### src/design/flash_unlock_pkg.sv
// Package for the flash unlock and target address block.
// Assumes a single 100 MHz clock domain and a plain register port.
package flash_unlock_pkg;

  // ********************************
  // Register map
  // ********************************
  localparam logic [7:0] OFS_UNLOCK_KEY = 8'h00;
  localparam logic [7:0] OFS_TARGET_ADDRESS = 8'h04;
  localparam logic [7:0] OFS_OPERATION = 8'h08;
  localparam logic [7:0] OFS_STATUS = 8'h0C;

  localparam logic [31:0] TARGET_ADDRESS_RESET = 32'h0000_0000;
  localparam logic [31:0] READ_ZERO = 32'h0000_0000;

  // ********************************
  // Unlock keys, arbitrary values
  // ********************************
  localparam logic [31:0] KEY_FIRST = 32'hAA99_6655;
  localparam logic [31:0] KEY_SECOND = 32'h5566_99AA;

  // ********************************
  // Operation control and status fields
  // ********************************
  localparam int OP_CODE_LSB = 0;
  localparam int OP_START_BIT = 4;
  localparam int ST_BUSY_BIT = 0;
  localparam int ST_REFUSED_BIT = 1;
  localparam int ST_UNLOCKED_BIT = 2;

  typedef enum logic [1:0] {
    OP_BULK_ERASE = 2'h0,
    OP_PAGE_ERASE = 2'h1,
    OP_ROW_PROGRAM = 2'h2,
    OP_WORD_PROGRAM = 2'h3
  } flash_op_t;

  typedef enum logic [2:0] {
    UL_IDLE = 3'b001,
    UL_FIRST = 3'b010,
    UL_OPEN = 3'b100
  } unlock_state_t;

  // Request handed to the flash array
  typedef struct packed {
    logic start;
    flash_op_t op;
    logic useAddress;
    logic [31:0] address;
  } flash_req_t;

endpackage : flash_unlock_pkg

### src/design/flash_unlock_and_address.sv
// Unlock key register, target address register and start gate for flash.
// Assumes a register port on clk and an array that reports done as a pulse.
//
// Operation
// - Unlock key register is write-only and always reads as zero.
// - Key writes form the unlock sequence guarding flash from stray writes.
// - Target address register is 32-bit read/write, cleared on reset.
// - Bulk erase ignores the target address.
// - Page erase uses the target address to pick the page.
// - Row program uses the target address to pick the row.
// - Word program uses the target address to pick the word.
//
// The implementer's own choices: the address-and-strobe port and the register addresses.
`timescale 1ns/10ps
module flash_unlock_and_address (
  // Clock and reset
  input wire logic clk,
  input wire logic rst_b,
  // Register port
  input wire logic [7:0] regAddr,
  input wire logic [31:0] regWdata,
  input wire logic regWrite,
  input wire logic regRead,
  output logic [31:0] regRdata,
  // Flash array side
  output flash_unlock_pkg::flash_req_t flashReq,
  input wire logic flashDone
);

  // ********************************
  // Helpers
  // ********************************
  // Operation code field of a word written to the operation register
  function automatic flash_unlock_pkg::flash_op_t opField(
    input logic [31:0] word
  );
    return flash_unlock_pkg::flash_op_t'(
      word[flash_unlock_pkg::OP_CODE_LSB +: 2]);
  endfunction : opField

  // Bulk erase is the only operation that ignores the target address
  function automatic logic needsAddress(
    input flash_unlock_pkg::flash_op_t op
  );
    return op != flash_unlock_pkg::OP_BULK_ERASE;
  endfunction : needsAddress

  // Status word; bits not listed read as zero
  function automatic logic [31:0] statusWord(
    input logic unlocked,
    input logic refusedFlag,
    input logic busyFlag
  );
    logic [31:0] word;
    word = flash_unlock_pkg::READ_ZERO;
    word[flash_unlock_pkg::ST_BUSY_BIT] = busyFlag;
    word[flash_unlock_pkg::ST_REFUSED_BIT] = refusedFlag;
    word[flash_unlock_pkg::ST_UNLOCKED_BIT] = unlocked;
    return word;
  endfunction : statusWord

  // ********************************
  // Register decode
  // ********************************
  logic wrKey;
  logic wrAddr;
  logic wrOp;
  logic startReq;
  assign wrKey = regWrite && regAddr == flash_unlock_pkg::OFS_UNLOCK_KEY;
  assign wrAddr = regWrite
    && regAddr == flash_unlock_pkg::OFS_TARGET_ADDRESS;
  assign wrOp = regWrite && regAddr == flash_unlock_pkg::OFS_OPERATION;
  assign startReq = wrOp && regWdata[flash_unlock_pkg::OP_START_BIT];

  logic [31:0] targetAddress;
  flash_unlock_pkg::flash_op_t opSelect;
  flash_unlock_pkg::unlock_state_t unlockState;
  logic busy;
  logic refused;

  // ********************************
  // Unlock sequence
  // ********************************
  // Any other register write breaks the sequence, so the start must come
  // as the very next write after the second key.
  always_ff @(posedge clk or negedge rst_b) begin
    if (!rst_b) begin
      unlockState <= flash_unlock_pkg::UL_IDLE;
    end else if (regWrite) begin
      unique case (unlockState)
        flash_unlock_pkg::UL_IDLE: begin
          if (wrKey && regWdata == flash_unlock_pkg::KEY_FIRST) begin
            unlockState <= flash_unlock_pkg::UL_FIRST;
          end
        end
        flash_unlock_pkg::UL_FIRST: begin
          if (wrKey && regWdata == flash_unlock_pkg::KEY_SECOND) begin
            unlockState <= flash_unlock_pkg::UL_OPEN;
          end else begin
            unlockState <= flash_unlock_pkg::UL_IDLE;
          end
        end
        flash_unlock_pkg::UL_OPEN: begin
          unlockState <= flash_unlock_pkg::UL_IDLE;
        end
        default: begin
          unlockState <= flash_unlock_pkg::UL_IDLE;
        end
      endcase
    end
  end

  // ********************************
  // Target address and operation
  // ********************************
  // Address is frozen while busy so the array sees a stable target.
  always_ff @(posedge clk or negedge rst_b) begin
    if (!rst_b) begin
      targetAddress <= flash_unlock_pkg::TARGET_ADDRESS_RESET;
    end else if (wrAddr && !busy) begin
      targetAddress <= regWdata;
    end
  end

  always_ff @(posedge clk or negedge rst_b) begin
    if (!rst_b) begin
      opSelect <= flash_unlock_pkg::OP_BULK_ERASE;
    end else if (wrOp && !busy) begin
      opSelect <= opField(regWdata);
    end
  end

  // ********************************
  // Start gate
  // ********************************
  // Unlock is consumed by the start write itself, so a second start
  // always needs a fresh key pair.
  logic unlocked;
  logic grant;
  assign unlocked = unlockState == flash_unlock_pkg::UL_OPEN;
  assign grant = startReq && !busy && unlocked;

  always_ff @(posedge clk or negedge rst_b) begin
    if (!rst_b) begin
      busy <= 1'b0;
    end else if (grant) begin
      busy <= 1'b1;
    end else if (flashDone) begin
      busy <= 1'b0;
    end
  end

  // Sticky; a new refusal in the clearing cycle wins
  always_ff @(posedge clk or negedge rst_b) begin
    if (!rst_b) begin
      refused <= 1'b0;
    end else if (startReq && !grant) begin
      refused <= 1'b1;
    end else if (wrOp) begin
      refused <= 1'b0;
    end
  end

  always_ff @(posedge clk or negedge rst_b) begin
    if (!rst_b) begin
      flashReq <= '0;
    end else begin
      flashReq.start <= grant;
      // Fields hold from the grant so the array may sample them late
      if (grant) begin
        flashReq.op <= opField(regWdata);
        if (needsAddress(opField(regWdata))) begin
          flashReq.useAddress <= 1'b1;
          flashReq.address <= targetAddress;
        end else begin
          // Zeroed so a stale target never reaches a bulk erase
          flashReq.useAddress <= 1'b0;
          flashReq.address <= 32'h0000_0000;
        end
      end
    end
  end

  // ********************************
  // Read data
  // ********************************
  always_ff @(posedge clk or negedge rst_b) begin
    if (!rst_b) begin
      regRdata <= flash_unlock_pkg::READ_ZERO;
    end else if (regRead) begin
      unique case (regAddr)
        flash_unlock_pkg::OFS_UNLOCK_KEY: begin
          regRdata <= flash_unlock_pkg::READ_ZERO;
        end
        flash_unlock_pkg::OFS_TARGET_ADDRESS: begin
          regRdata <= targetAddress;
        end
        flash_unlock_pkg::OFS_OPERATION: begin
          regRdata <= {30'h0000_0000, opSelect};
        end
        flash_unlock_pkg::OFS_STATUS: begin
          regRdata <= statusWord(unlocked, refused, busy);
        end
        default: begin
          regRdata <= flash_unlock_pkg::READ_ZERO;
        end
      endcase
    end else begin
      regRdata <= flash_unlock_pkg::READ_ZERO;
    end
  end

endmodule : flash_unlock_and_address

### config.mk
export PLATFORM = sky130hd
export DESIGN_NAME = flash_unlock_and_address
export DESIGN_NICKNAME = d
export VERILOG_FILES = /design/src/design/flash_unlock_pkg.sv /design/src/design/flash_unlock_and_address.sv
export SDC_FILE = /design/constraint.sdc
export NUM_CORES = 1
export LEC_CHECK = 0
export BUFFER_PORTS_ARGS = -buffer_cell sky130_fd_sc_hd__buf_2
export CORE_ASPECT_RATIO = 2
export CORE_MARGIN = 2
export CORE_UTILIZATION = 30
export DETAILED_ROUTE_END_ITERATION = 6
export GPL_TIMING_DRIVEN = 0
export HOLD_SLACK_MARGIN = 0.06
export PLACE_DENSITY = 0.55
export REMOVE_ABC_BUFFERS = 1
export SYNTH_ARGS = -nofsm -noshare
export SYNTH_HDL_FRONTEND = slang
export SYNTH_SLANG_ARGS = --single-unit
### constraint.sdc
create_clock -name clk -period 2.7 [get_ports clk]
set_clock_uncertainty 0.2 [all_clocks]
set_input_delay 0.405 -clock clk [delete_from_list [all_inputs] [get_ports clk]]
set_output_delay 0.405 -clock clk [all_outputs]
set_load 0.02 [all_outputs]
* Word-level counts from Yosys, hierarchy flattened
Cells that the tools add are included.
Cells by class: muxes and demuxes 10, multiply operators 0, reductions and logical operators 18, order comparisons 0, div/mod/pow operators 0, shift-type cells 0, eq/ne operators 9, $add $sub $neg 0, bitwise operators 0
Operator list (count):
- case mux 32 bit (3 select lines) | 1
- two-way mux 33 bit | 1
- == test 32 x 31 -> 1 bit, second input constant | 1
- == test 32 bit, second input constant | 1
- two-way mux 32 bit | 1
- == test 8 x 4 -> 1 bit, second input constant | 2
- logical AND 1 bit | 11
- == test 8 x 3 -> 1 bit, second input constant | 1
- zero test 8 bit | 1
- two-way mux 3 bit | 2
- case mux 3 bit (2 select lines) | 1
- nonzero test 2 bit | 3
- two-way mux 1 bit | 4
- == test 3 x 1 -> 1 bit, second input constant | 1
- == test 3 x 2 -> 1 bit, second input constant | 1
- == test 3 bit, second input constant | 1
- zero test 1 bit | 2
- != test 2 bit, second input constant | 1
- AND reduction 2 bit | 1
Storage, ports and cells: memory bits (read-only) 0, bits in writable memories 0, memories 0, bits in latches 0, logic and storage cells 47, register bits 107

* Logic depth before layout (Yosys ltp)
Gate-level depths: netlist (run 1).
depth after elaboration 8, gate-level depth with buffers 6

* Worst setup path before layout (run 1)
Ideal clock, no wire load.
kind input -> register, start in regAddr[1], end reg targetAddress[11], stages on the path 4, buffers on the path 1, path slack 384 ps, arrival time 1991 ps, data required time 2375 ps, cells stage by stage or4_4 > nor4_2 > buf_2 > mux2_2
Between the ends: longest elaborated chain between the ends 3
Ends and longest elaborated chain:
- start, declared | RTL line flash_unlock_and_address.sv:20 | input wire logic [7:0] regAddr,
- == test 8 x 3 -> 1 bit | RTL line flash_unlock_and_address.sv:71 | && regAddr == flash_unlock_pkg::OFS_TARGET_ADDRESS;
- logical AND 1 bit | RTL line flash_unlock_and_address.sv:71
- logical AND 1 bit | RTL line flash_unlock_and_address.sv:120 | end else if (wrAddr && !busy) begin
- end signal, assigned | RTL line flash_unlock_and_address.sv:119 | targetAddress <= flash_unlock_pkg::TARGET_ADDRESS_RESET;
- end signal, assigned | RTL line flash_unlock_and_address.sv:121 | targetAddress <= regWdata;
- end, declared | RTL line flash_unlock_and_address.sv:75 | logic [31:0] targetAddress;
No other way between the ends. A chain may end at the register's enable or synchronous reset.

* Worst setup path after layout (run 1)
start in regAddr[1], end reg flashReq[33] (netlist name)
Between the ends: longest elaborated chain between the ends 5
Ends and longest elaborated chain:
- == test 8 x 4 -> 1 bit | RTL line flash_unlock_and_address.sv:72 | assign wrOp = regWrite && regAddr == flash_unlock_pkg::OFS_OPERATION;
- logical AND 1 bit | RTL line flash_unlock_and_address.sv:72
- logical AND 1 bit | RTL line flash_unlock_and_address.sv:73 | assign startReq = wrOp && regWdata[flash_unlock_pkg::OP_START_BIT];
- logical AND 1 bit (2 in series) | RTL line flash_unlock_and_address.sv:141 | assign grant = startReq && !busy && unlocked;
- end, declared | RTL line flash_unlock_and_address.sv:26 | output flash_unlock_pkg::flash_req_t flashReq,
No other way between the ends.

==> results by group, run 1 <==
Timing
  – Final-report hold violation count: 0
  – Setup TNS: 0 ps
  – Max Freq: 0.394 GHz
  – Slew HR: 0.366
  – Final setup violation count: 0
  – Final worst path period need: ~2500 ps
  – Pins Over Slew Limit: 0
  – Hold slack: approximately 130 ps
  – Final Cycle Share: 0.940
  – Final worst slack: 161 ps
  – Slew @ Worst Pin: 949 ps
  – Unrepaired setup endpoints after global routing: false

Hold path
  – Hold_sp: regWdata[17]
  – WHS Endpoint: targetAddress[17]
  – Hold path depth: 2
  – Worst hold path type: input port to flip-flop

Clock tree
  – Clock latency on the worst-skew pair: 340 ps
  – CTS root buf: clkbuf_16
  – Max clock buf depth: 2
  – # clock sinks: 107
  – CTS tree: done
  – Clock-pin slew on the worst setup and hold paths: 70 ps
  – CTS HTree Levels: 3
  – CTS Buf Count: 9

Global route
  – Met1 usage: 0.173
  – Most used routing layer: met2
  – Total track usage: 0.147
  – Initial antenna violation count: 1
  – Global route overflow: 0
  – Vias in the first global route: 2837
  – Largest net degree at the start of global routing: 62
  – GRT met3 Usage: 0.0219
  – First-pass GRT wire length: 16.2 mm
  – Met2 usage: 0.260

Detailed routing
  – Vias: 2747
  – Vias per cell: 4.94
  – DR WL/cell: roughly 19 µm
  – Final wirelength: 10.4 mm
  – First-pass detailed-route iteration total: 4
  – ANT nets after route: 0
  – Initial DRC Count: 121
  – # DRC: 0

Critical path
  – CP max FO: 22
  – CP Data Arrival Time: 2570 ps
  – WP data required: ~2700 ps
  – Worst R2R Path Depth: 4
  – R2R setup slack: 300 ps
  – RR Endpoint: flashReq[14]
  – Crit start category: input port
  – CP Capture Type: flip-flop
  – Crit Path Class: input port to flip-flop
  – Reg-to-reg startpoint: unlockState[1]

Cells and area
  – Area delta synth->final: 27.1%
  – Area of the multi-input gates: between 0.001 and 0.0015 mm²
  – Layout cell share with drive strength beyond 1: 0.438
  – Nets: between 400 and 500
  – Register area: 0.00268 mm²
  – Fillers: roughly 1300
  – Post-route cell area: roughly 0.0052 mm²
  – Non-Filler Instances: 556
  – Utilization after layout: 0.390

Synthesis
  – Primary FF master, synth: dfrtp_1
  – Seq/Total Area, Yosys: 0.654
  – Unique masters post-synth: 39
  – Mux contribution to synthesized area: 0.107
  – Simple-gate share of the synthesized area: 0.132
  – Post-synth EDFFs: 0
  – Synth top area cells: dfrtp_1 (65%), mux2_2 (9.9%), a22o_1 (7.1%), and2_1 (4.4%), nor4bb_1 (2.9%)
  – #FFs+latches synth: 107
  – Area leader, netlist: dfrtp_1
  – Mean Syn Cell Area: 14.7 µm²
  – Main combinational cell family by area after synthesis: simple AND/OR/NAND/NOR gates
  – YS warnings: 0
  – Cells after synthesis: around 280
  – Xor and xnor area share after synthesis: 0
  – Commonest cells post-synth: dfrtp_1 (106), mux2_2 (36), a22o_1 (33)
  – Cell with the most instances after synthesis: dfrtp_1
  – Compound-cell area share of the yosys netlist: 0.0858
  – Area share of the largest cell type after synthesis: 0.648
  – Mapped Area: 0.00410 mm²
  – Ys async rst share: 1.00
  – Synth Area in Adders: 0

Power and ir drop
  – Worst vdd ir: 0.000289 V
  – Power Total: 3.10 mW
  – LEAKAGE: 2.76 nW
  – Power per Cell Area: approximately 600 mW/mm²

Die
  – Boundary pin count: 113
  – Vert. Die Dim: 169 µm
  – Row count: 60
  – Initial core utilization: 0.307
  – Full die area: 0.0147 mm²
  – Core box area: 0.0134 mm²
  – Die Wd: ~87 µm

Outcome
  – Status: complete, no violations

Placed design
  – Gpl congestion: roughly 0.78
  – Post-DP Area: 0.00488 mm²
  – IO Port Bufs: 112
  – Pre-CTS setup slack: -499 ps
  – Dpl cells: 537
  – HPWL after detailed placement: 7.44 mm

Flow run
  – Max cap viols: 0
[worst max path at each step]
stage                        start           endpoint
global placement        regAddr[1]  targetAddress[29]
floorplan               regAddr[1]   targetAddress[0]
detailed placement      regAddr[1]       regRdata[30]
CTS                     regAddr[1]       flashReq[33]
global route        unlockState[1]       flashReq[27]
finish                  regAddr[1]       flashReq[33]
[cells by family (layout without fill, tap and decap cells)]
group / after synthesis / after routing
flops: 107 / 107
mux: 39 / 39
buf+inv: 17 / 138
compound gates: 42 / 42
other cells: 0 / 1
simple gates: 74 / 74
[critical path, stage by stage]
cell     delay [ps]
buf_2           100
or4_4           580
nor4_4          380
nand3_2         470
buf_16          350
mux2_2          270
[power breakdown]
group	internal (mW)	total, mW	switching, mW	leakage (nW)
registers	1.63	1.65	0.0186	1.49
logic	0.0626	0.144	0.0809	1.14
clock network	0.744	1.31	0.569	0.139
[placed cells by master (no fill, tap or decap), types with 2 or more instances in the layout]
master         netlist  final
clkinvlp_4           0      2
nand4_1              3      3
dlygate4sd3_1        0      2
buf_16               0      2
nand2_1              3      3
nor4_4               1      2
mux2_2              36     36
nand2b_1             2      2
clkbuf_16            0      9
nor4b_1              2      2
and4b_1              2      2
clkbuf_1             1      2
a21o_1               2      2
nor4bb_1            12     12
a22o_1              33     33
inv_1                4      4
o21ai_0              2      2
nor2_1               4      4
a22oi_1              2      2
nor3b_1              3      3
buf_2                9    111
and2_1              29     29
dfrtp_1            106    106
nor2_4               0      2
mux2_1               2      2
[routing by layer]
layer | share of wire | vias up
li1 | - | 1251
met1 | 0.39 | 1411
met2 | 0.56 | 74
met3 | 0.031 | 11
met4 | 0.021 | 0
met5 | 0 | -
[flip-flops by register name (all words and copies together), names as in the netlist]
| register | flops |
|---|---|
| busy | 1 |
| flashReq | 36 |
| opSelect | 2 |
| refused | 1 |
| regRdata | 32 |
| targetAddress | 32 |
| unlockState | 3 |
[area by class of cell]
cell class                 count  share of cell area
sequential                   107               0.515
multi-input combinational    155               0.260
timing repair buffer         118               0.128
clock buffer                  12              0.0474
tap                          155              0.0373
clock inverter                 4             0.00962
inverter                       4             0.00288
antenna                        1            0.000481
[timing repair]
item / 4_1_cts / 5_1_grt
hold endpoints to repair: 61 / 0
hold buffers: 2 / 0
setup buffers: 0 / 0
endpoints found under the setup margin: 29 / 0
gates resized for setup: 1 / 0
Note: power is estimated with default switching activity, not from simulation.
==> run 2, diff against run 1 <==
CTS_BUF_LIST = sky130_fd_sc_hd__clkbuf_16   (was default)
==> run 2 against run 1 <==
Against the previous run: die area unchanged; register-to-register slack about the same; via count up 0.25%; worst hold slack worse by 1.6 ps; setup slack better by 6.2 ps; clock power down 3%; final cell count unchanged; power down 1.2%; wire length about the same; non-clock buffer count unchanged.
==> results by group, run 2 (synthesized netlist as in run 1, its figures left out) <==
Global route
  – Total track usage: 0.147
  – Global route overflow: 0
  – Vias in the first global route: 2837
  – Largest net degree at the start of global routing: 62
  – First-pass GRT wire length: about 16 mm
  – Initial antenna violation count: 1

Detailed routing
  – Initial DRC Count: 125
  – ANT nets after route: 0
  – # DRC: 0
  – Final wirelength: roughly 10 mm
  – DR WL/cell: 18.7 µm
  – First-pass detailed-route iteration total: 4
  – Vias: 2754
  – Vias per cell: 4.95

Cells and area
  – Layout cell share with drive strength beyond 1: 0.435
  – Area delta synth->final: 26.8%
  – Largest registers: flashReq: 36 flops, regRdata: 32 flops, targetAddress: 32 flops
  – Fillers: 1307
  – Reg with most FFs: flashReq
  – Nets: 440
  – Number of flip-flops in the largest register: 36
  – Most common cell after layout, fill and taps aside: buf_2
  – Utilization after layout: 0.389
  – Non-Filler Instances: 556
  – Most frequent cells in the layout: buf_2 (111), dfrtp_1 (106), mux2_2 (36)

Clock tree
  – CTS Buf Count: 9
  – CTS root buf: clkbuf_16
  – Clock latency on the worst-skew pair: around 340 ps
  – Clock-pin slew on the worst setup and hold paths: 70 ps
  – # clock sinks: 107
  – CTS tree: done
  – Max clock buf depth: 2
  – CTS HTree Levels: 3
  – Post-CTS Setup Bufs: 0

Timing
  – Final-report hold violation count: 0
  – Slew @ Worst Pin: 944 ps
  – Hold slack: 125 ps
  – Final Cycle Share: 0.938
  – Final setup violation count: 0
  – Final worst path period need: 2530 ps
  – Unrepaired setup endpoints after global routing: false
  – Pins Over Slew Limit: 0
  – Slew HR: 0.369
  – Max Freq: 0.395 GHz

Flow run
  – Max cap viols: 0

Power and ir drop
  – LEAKAGE: 2.76 nW
  – Worst vdd ir: 0.000286 V
  – Power per Cell Area: about 600 mW/mm²
  – Sw Share: 0.217
  – Net Switching: 0.666 mW
  – Comb power frac: 0.047
  – Sequential fraction of design power: 0.537
  – Power Total: 3.07 mW
  – Clock power share: 0.416
  – Int Power: 2.40 mW

Die
  – Initial core utilization: 0.307
  – Die Wd: 86.6 µm
  – Core box area: 0.0134 mm²
  – Row count: 60
  – Boundary pin count: ~110
  – Full die area: ~0.015 mm²
  – Vert. Die Dim: 169 µm

Critical path
  – Worst R2R Path Depth: 4
  – CP Data Arrival Time: between 2000 and 3000 ps
  – Reg-to-reg startpoint: unlockState[1]
  – WP data required: 2730 ps
  – CP max FO: 22
  – CP Capture Type: flip-flop
  – R2R setup slack: about 300 ps
  – RR Endpoint: flashReq[14]
  – Crit Path Class: input port to flip-flop
  – Crit start category: input port

Placed design
  – Gpl congestion: 0.783
  – HPWL after detailed placement: 7.44 mm
  – IO Port Bufs: 112
  – Dpl cells: 537

Hold path
  – Hold_sp: regWdata[17]
  – Hold path depth: 2
  – WHS Endpoint: targetAddress[17]
  – Worst hold path type: input port to flip-flop

Outcome
  – Status: complete, no violations
run 2: changes by cell type in the layout (fill, tap and decap cells not counted), sizes merged:
cell / change
clkbuf: -3
inv: +2
clkinv: +1
run 2: power groups by stage:
stage                     Clock, mW  Sequential (mW)  Combinational [mW]
after detailed placement          0             1.68               0.146
after global placement            0             1.68               0.135
after floorplan                   0             1.67              0.0440
after CTS                      1.31             1.65               0.149
final                          1.27             1.65               0.144
after global routing           1.37             1.65               0.160
run 2: area by class of cell:
type / count / area, µm² / share of cell area
Timing Repair Buffer: 118 / 664 / 0.128
Clock buffer: 9 / 225 / 0.0434
Antenna cell: 1 / 2.50 / 0.000482
Inverter: 4 / 15.0 / 0.00289
Multi-Input combinational cell: 155 / 1350 / 0.261
Sequential cell: 107 / 2680 / 0.516
Clock inverter: 7 / 61.3 / 0.0118
Tap cell: 155 / 194 / 0.0373
run 2: stage by stage:
step | worst slack [ps] | setup TNS (ps) | cell area (µm²)
floorplan | -924 | -32080 | 4020
global placement | -2330 | -139440 | 4780
detailed placement | -499 | -20090 | 4880
CTS | 145 | 0 | 5190
global route | 61.6 | 0 | 5190
finish | 167 | 0 | 5190
run 2: per-layer routing:
layer	vias to the layer above	wire length, µm	global-route usage
li1	1249	-	-
met1	1420	4050	0.173
met2	71	5790	0.260
met3	14	306	0.0219
met4	0	233	0.0652
met5	-	0	0
run 2: worst max path at each step:
stage / startpoint / to / slack [ps] / cells past startpoint
final: regAddr[1] / flashReq[33] / 170 / 6
after global routing: unlockState[1] / flashReq[27] / 60 / 4
after CTS: regAddr[1] / flashReq[33] / 140 / 6
after detailed placement: regAddr[1] / regRdata[30] / -500 / 5
after global placement: regAddr[1] / targetAddress[29] / -2330 / 4
after floorplan: regAddr[1] / targetAddress[0] / -920 / 3
run 2: worst max-delay path, cell delays in order:
cell	delay, ps
buf_2	100
or4_4	580
nor4_4	380
nand3_2	470
buf_16	350
mux2_2	270
run 2: repair_timing:
item,in CTS,in global routing
endpoints found under the setup margin,29,0
hold endpoints to repair,61,0
gates resized for setup,1,0
hold buffers,2,0
==> run 3, diff against run 2 <==
ABC_AREA = 1   (was default)
CORE_MARGIN = 3   (was 2)
PLACE_DENSITY = 0.54   (was 0.55)
==> run 3 against run 2 <==
Against the previous run: sequential share of layout area shrank 3.4 points; core utilization is 0.50 points lower; combinational power rose by 44%; final cell count rose by 45%; critical endpoint is now targetAddress[4].
==> results by group, run 3 <==
Synthesis
  – Ys async rst share: 1.00
  – YS warnings: 0
  – Area share of the largest cell type after synthesis: 0.590
  – Primary FF master, synth: dfrtp_1
  – Commonest cells post-synth: nand2_1 (132), dfrtp_1 (106), inv_1 (62)
  – Mean Syn Cell Area: 8.87 µm²
  – Cell with the most instances after synthesis: nand2_1
  – Area leader, netlist: dfrtp_1
  – #FFs+latches synth: 107
  – Post-synth EDFFs: 0
  – Mapped Area: 0.00450 mm²
  – Seq/Total Area, Yosys: 0.595
  – Synth top area cells: dfrtp_1 (59%), nand2_1 (11%), inv_1 (5.2%), o21ai_1 (4.9%), o21ai_0 (4.4%)
  – Unique masters post-synth: 26
  – Cells after synthesis: about 510

Hold path
  – Worst hold path type: input port to flip-flop
  – Hold path depth: 3

Detailed routing
  – Wire length on met1: 4.51 mm
  – Vias: between 3000 and 4000
  – Met2 WL post-DR: 6.63 mm
  – Vias per cell: approximately 4.5
  – ANT nets after route: 0
  – DR WL/cell: 14.6 µm
  – # DRC: 0
  – First-pass detailed-route iteration total: 4
  – Initial DRC Count: 150
  – Final wirelength: 11.8 mm
  – Highest routed metal layer: met4
  – DR WL met3: 413 µm

Cells and area
  – Area delta synth->final: 23.7%
  – Most frequent cells in the layout: nand2_1 (131), buf_2 (111), dfrtp_1 (106)
  – Reg with most FFs: flashReq
  – # diodes: 0
  – Layout cell share with drive strength beyond 1: 0.263
  – Nets: 656
  – Largest registers: flashReq: 36 flops, regRdata: 32 flops, targetAddress: 32 flops
  – Number of flip-flops in the largest register: 36
  – Most common cell after layout, fill and taps aside: nand2_1

Placed design
  – HPWL after detailed placement: 8.19 mm
  – IO Port Bufs: 112
  – Gpl congestion: 0.771

Global route
  – Global route overflow: 0
  – Vias in the first global route: 3716
  – Largest net degree at the start of global routing: about 70
  – First-pass GRT wire length: 19.0 mm
  – Initial antenna violation count: 0
  – Total track usage: 0.148

Clock tree
  – CTS Buf Count: 9
  – Clock-pin slew on the worst setup and hold paths: 70 ps
  – CTS root buf: clkbuf_16
  – CTS HTree Levels: 3
  – Clock latency on the worst-skew pair: 340 ps
  – CTS tree: done
  – Max clock buf depth: 2
  – # clock sinks: 107
  – Post-CTS Setup Bufs: 0

Timing
  – Unrepaired setup endpoints after global routing: false
  – Final-report hold violation count: 0
  – Final Cycle Share: 0.887
  – Hold slack: 92.6 ps
  – Slew HR: 0.257
  – Max Freq: 0.418 GHz
  – Final setup violation count: 0
  – Pins Over Slew Limit: 0
  – Slew @ Worst Pin: 1110 ps
  – Final worst path period need: approximately 2400 ps

Power and ir drop
  – Worst vdd ir: 0.000270 V
  – LEAKAGE: 2.85 nW
  – Power per Cell Area: 600 mW/mm²
  – Power Total: 3.34 mW

Critical path
  – Worst R2R Path Depth: 3
  – WP data required: roughly 2700 ps
  – CP max FO: 51
  – CP Capture Type: flip-flop
  – R2R setup slack: 450 ps
  – CP Data Arrival Time: about 2400 ps
  – Crit start category: input port
  – Crit Path Class: input port to flip-flop

Die
  – Initial core utilization: 0.310
  – Vert. Die Dim: 179 µm
  – Full die area: 0.0166 mm²
  – Die Wd: 92.6 µm
  – Boundary pin count: 113
  – Row count: 62
  – Core box area: around 0.015 mm²

Outcome
  – Status: complete, no violations

Flow run
  – Max cap viols: 0
## run 3: final timing paths
| path | from | endpoint |
|---|---|---|
| max in group asynchronous | rst_b | regRdata[30] |
| setup / recovery | regAddr[5] | targetAddress[4] |
| hold / removal | regWdata[5] | targetAddress[5] |
| min in group asynchronous | rst_b | regRdata[10] |
| hold reg to reg | flashReq[34] | flashReq[34] |
| setup reg to reg | unlockState[1] | flashReq[0] |
## run 3: cells by family after synthesis
kind of cell,Yosys count,share of synthesized area
simple gates,221,0.214
compound gates,92,0.108
buf+inv,87,0.0823
flops,107,0.595
## run 3: worst max-delay path, stage by stage
cell and delay (ps):
buf_2 90, nor2_1 120, nand2_2 130, nor2_4 120, nand3_2 140, inv_2 110
nand3_2 810, o21ai_1 450
## run 3: per-layer routing
layer  vias to the layer above  track usage
met4                         0       0.0633
met2                        86        0.282
met1                      1703        0.161
li1                       1793            -
met3                        14       0.0193
met5                         -            0
## run 3: stage by stage
stage,setup WS [ps],utilization,setup TNS [ps],area [µm²],instances
floorplan,586,-,0,4370,485
global placement,-165,0.357,-16310,5170,789
detailed placement,-98.1,0.359,-1350,5200,790
CTS,123,0.383,0,5560,807
global route,60.8,0.384,0,5570,807
finish,306,0.384,0,5570,807
## run 3: area by class of cell
cell class                      count  area, µm²
Fill cell                        1547       8940
Sequential cell                   107       2680
Multi-Input combinational cell    313       1460
Timing Repair Buffer              115        611
Inverter                           65        244
Tap cell                          192        240
Clock buffer                        9        225
Clock inverter                      6        106
## run 3: where the power goes
group	internal, mW	switching (mW)	leakage (nW)
clock	0.897	0.573	0.164
sequential	1.64	0.0253	1.49
combinational	0.0675	0.140	1.20
total	2.60	0.738	2.85
## run 3: repair_timing
item,4_1_cts,5_1_grt
hold endpoints to repair,37,0
gates resized for setup,0,1
hold buffers,2,0
endpoints found under the setup margin,0,5
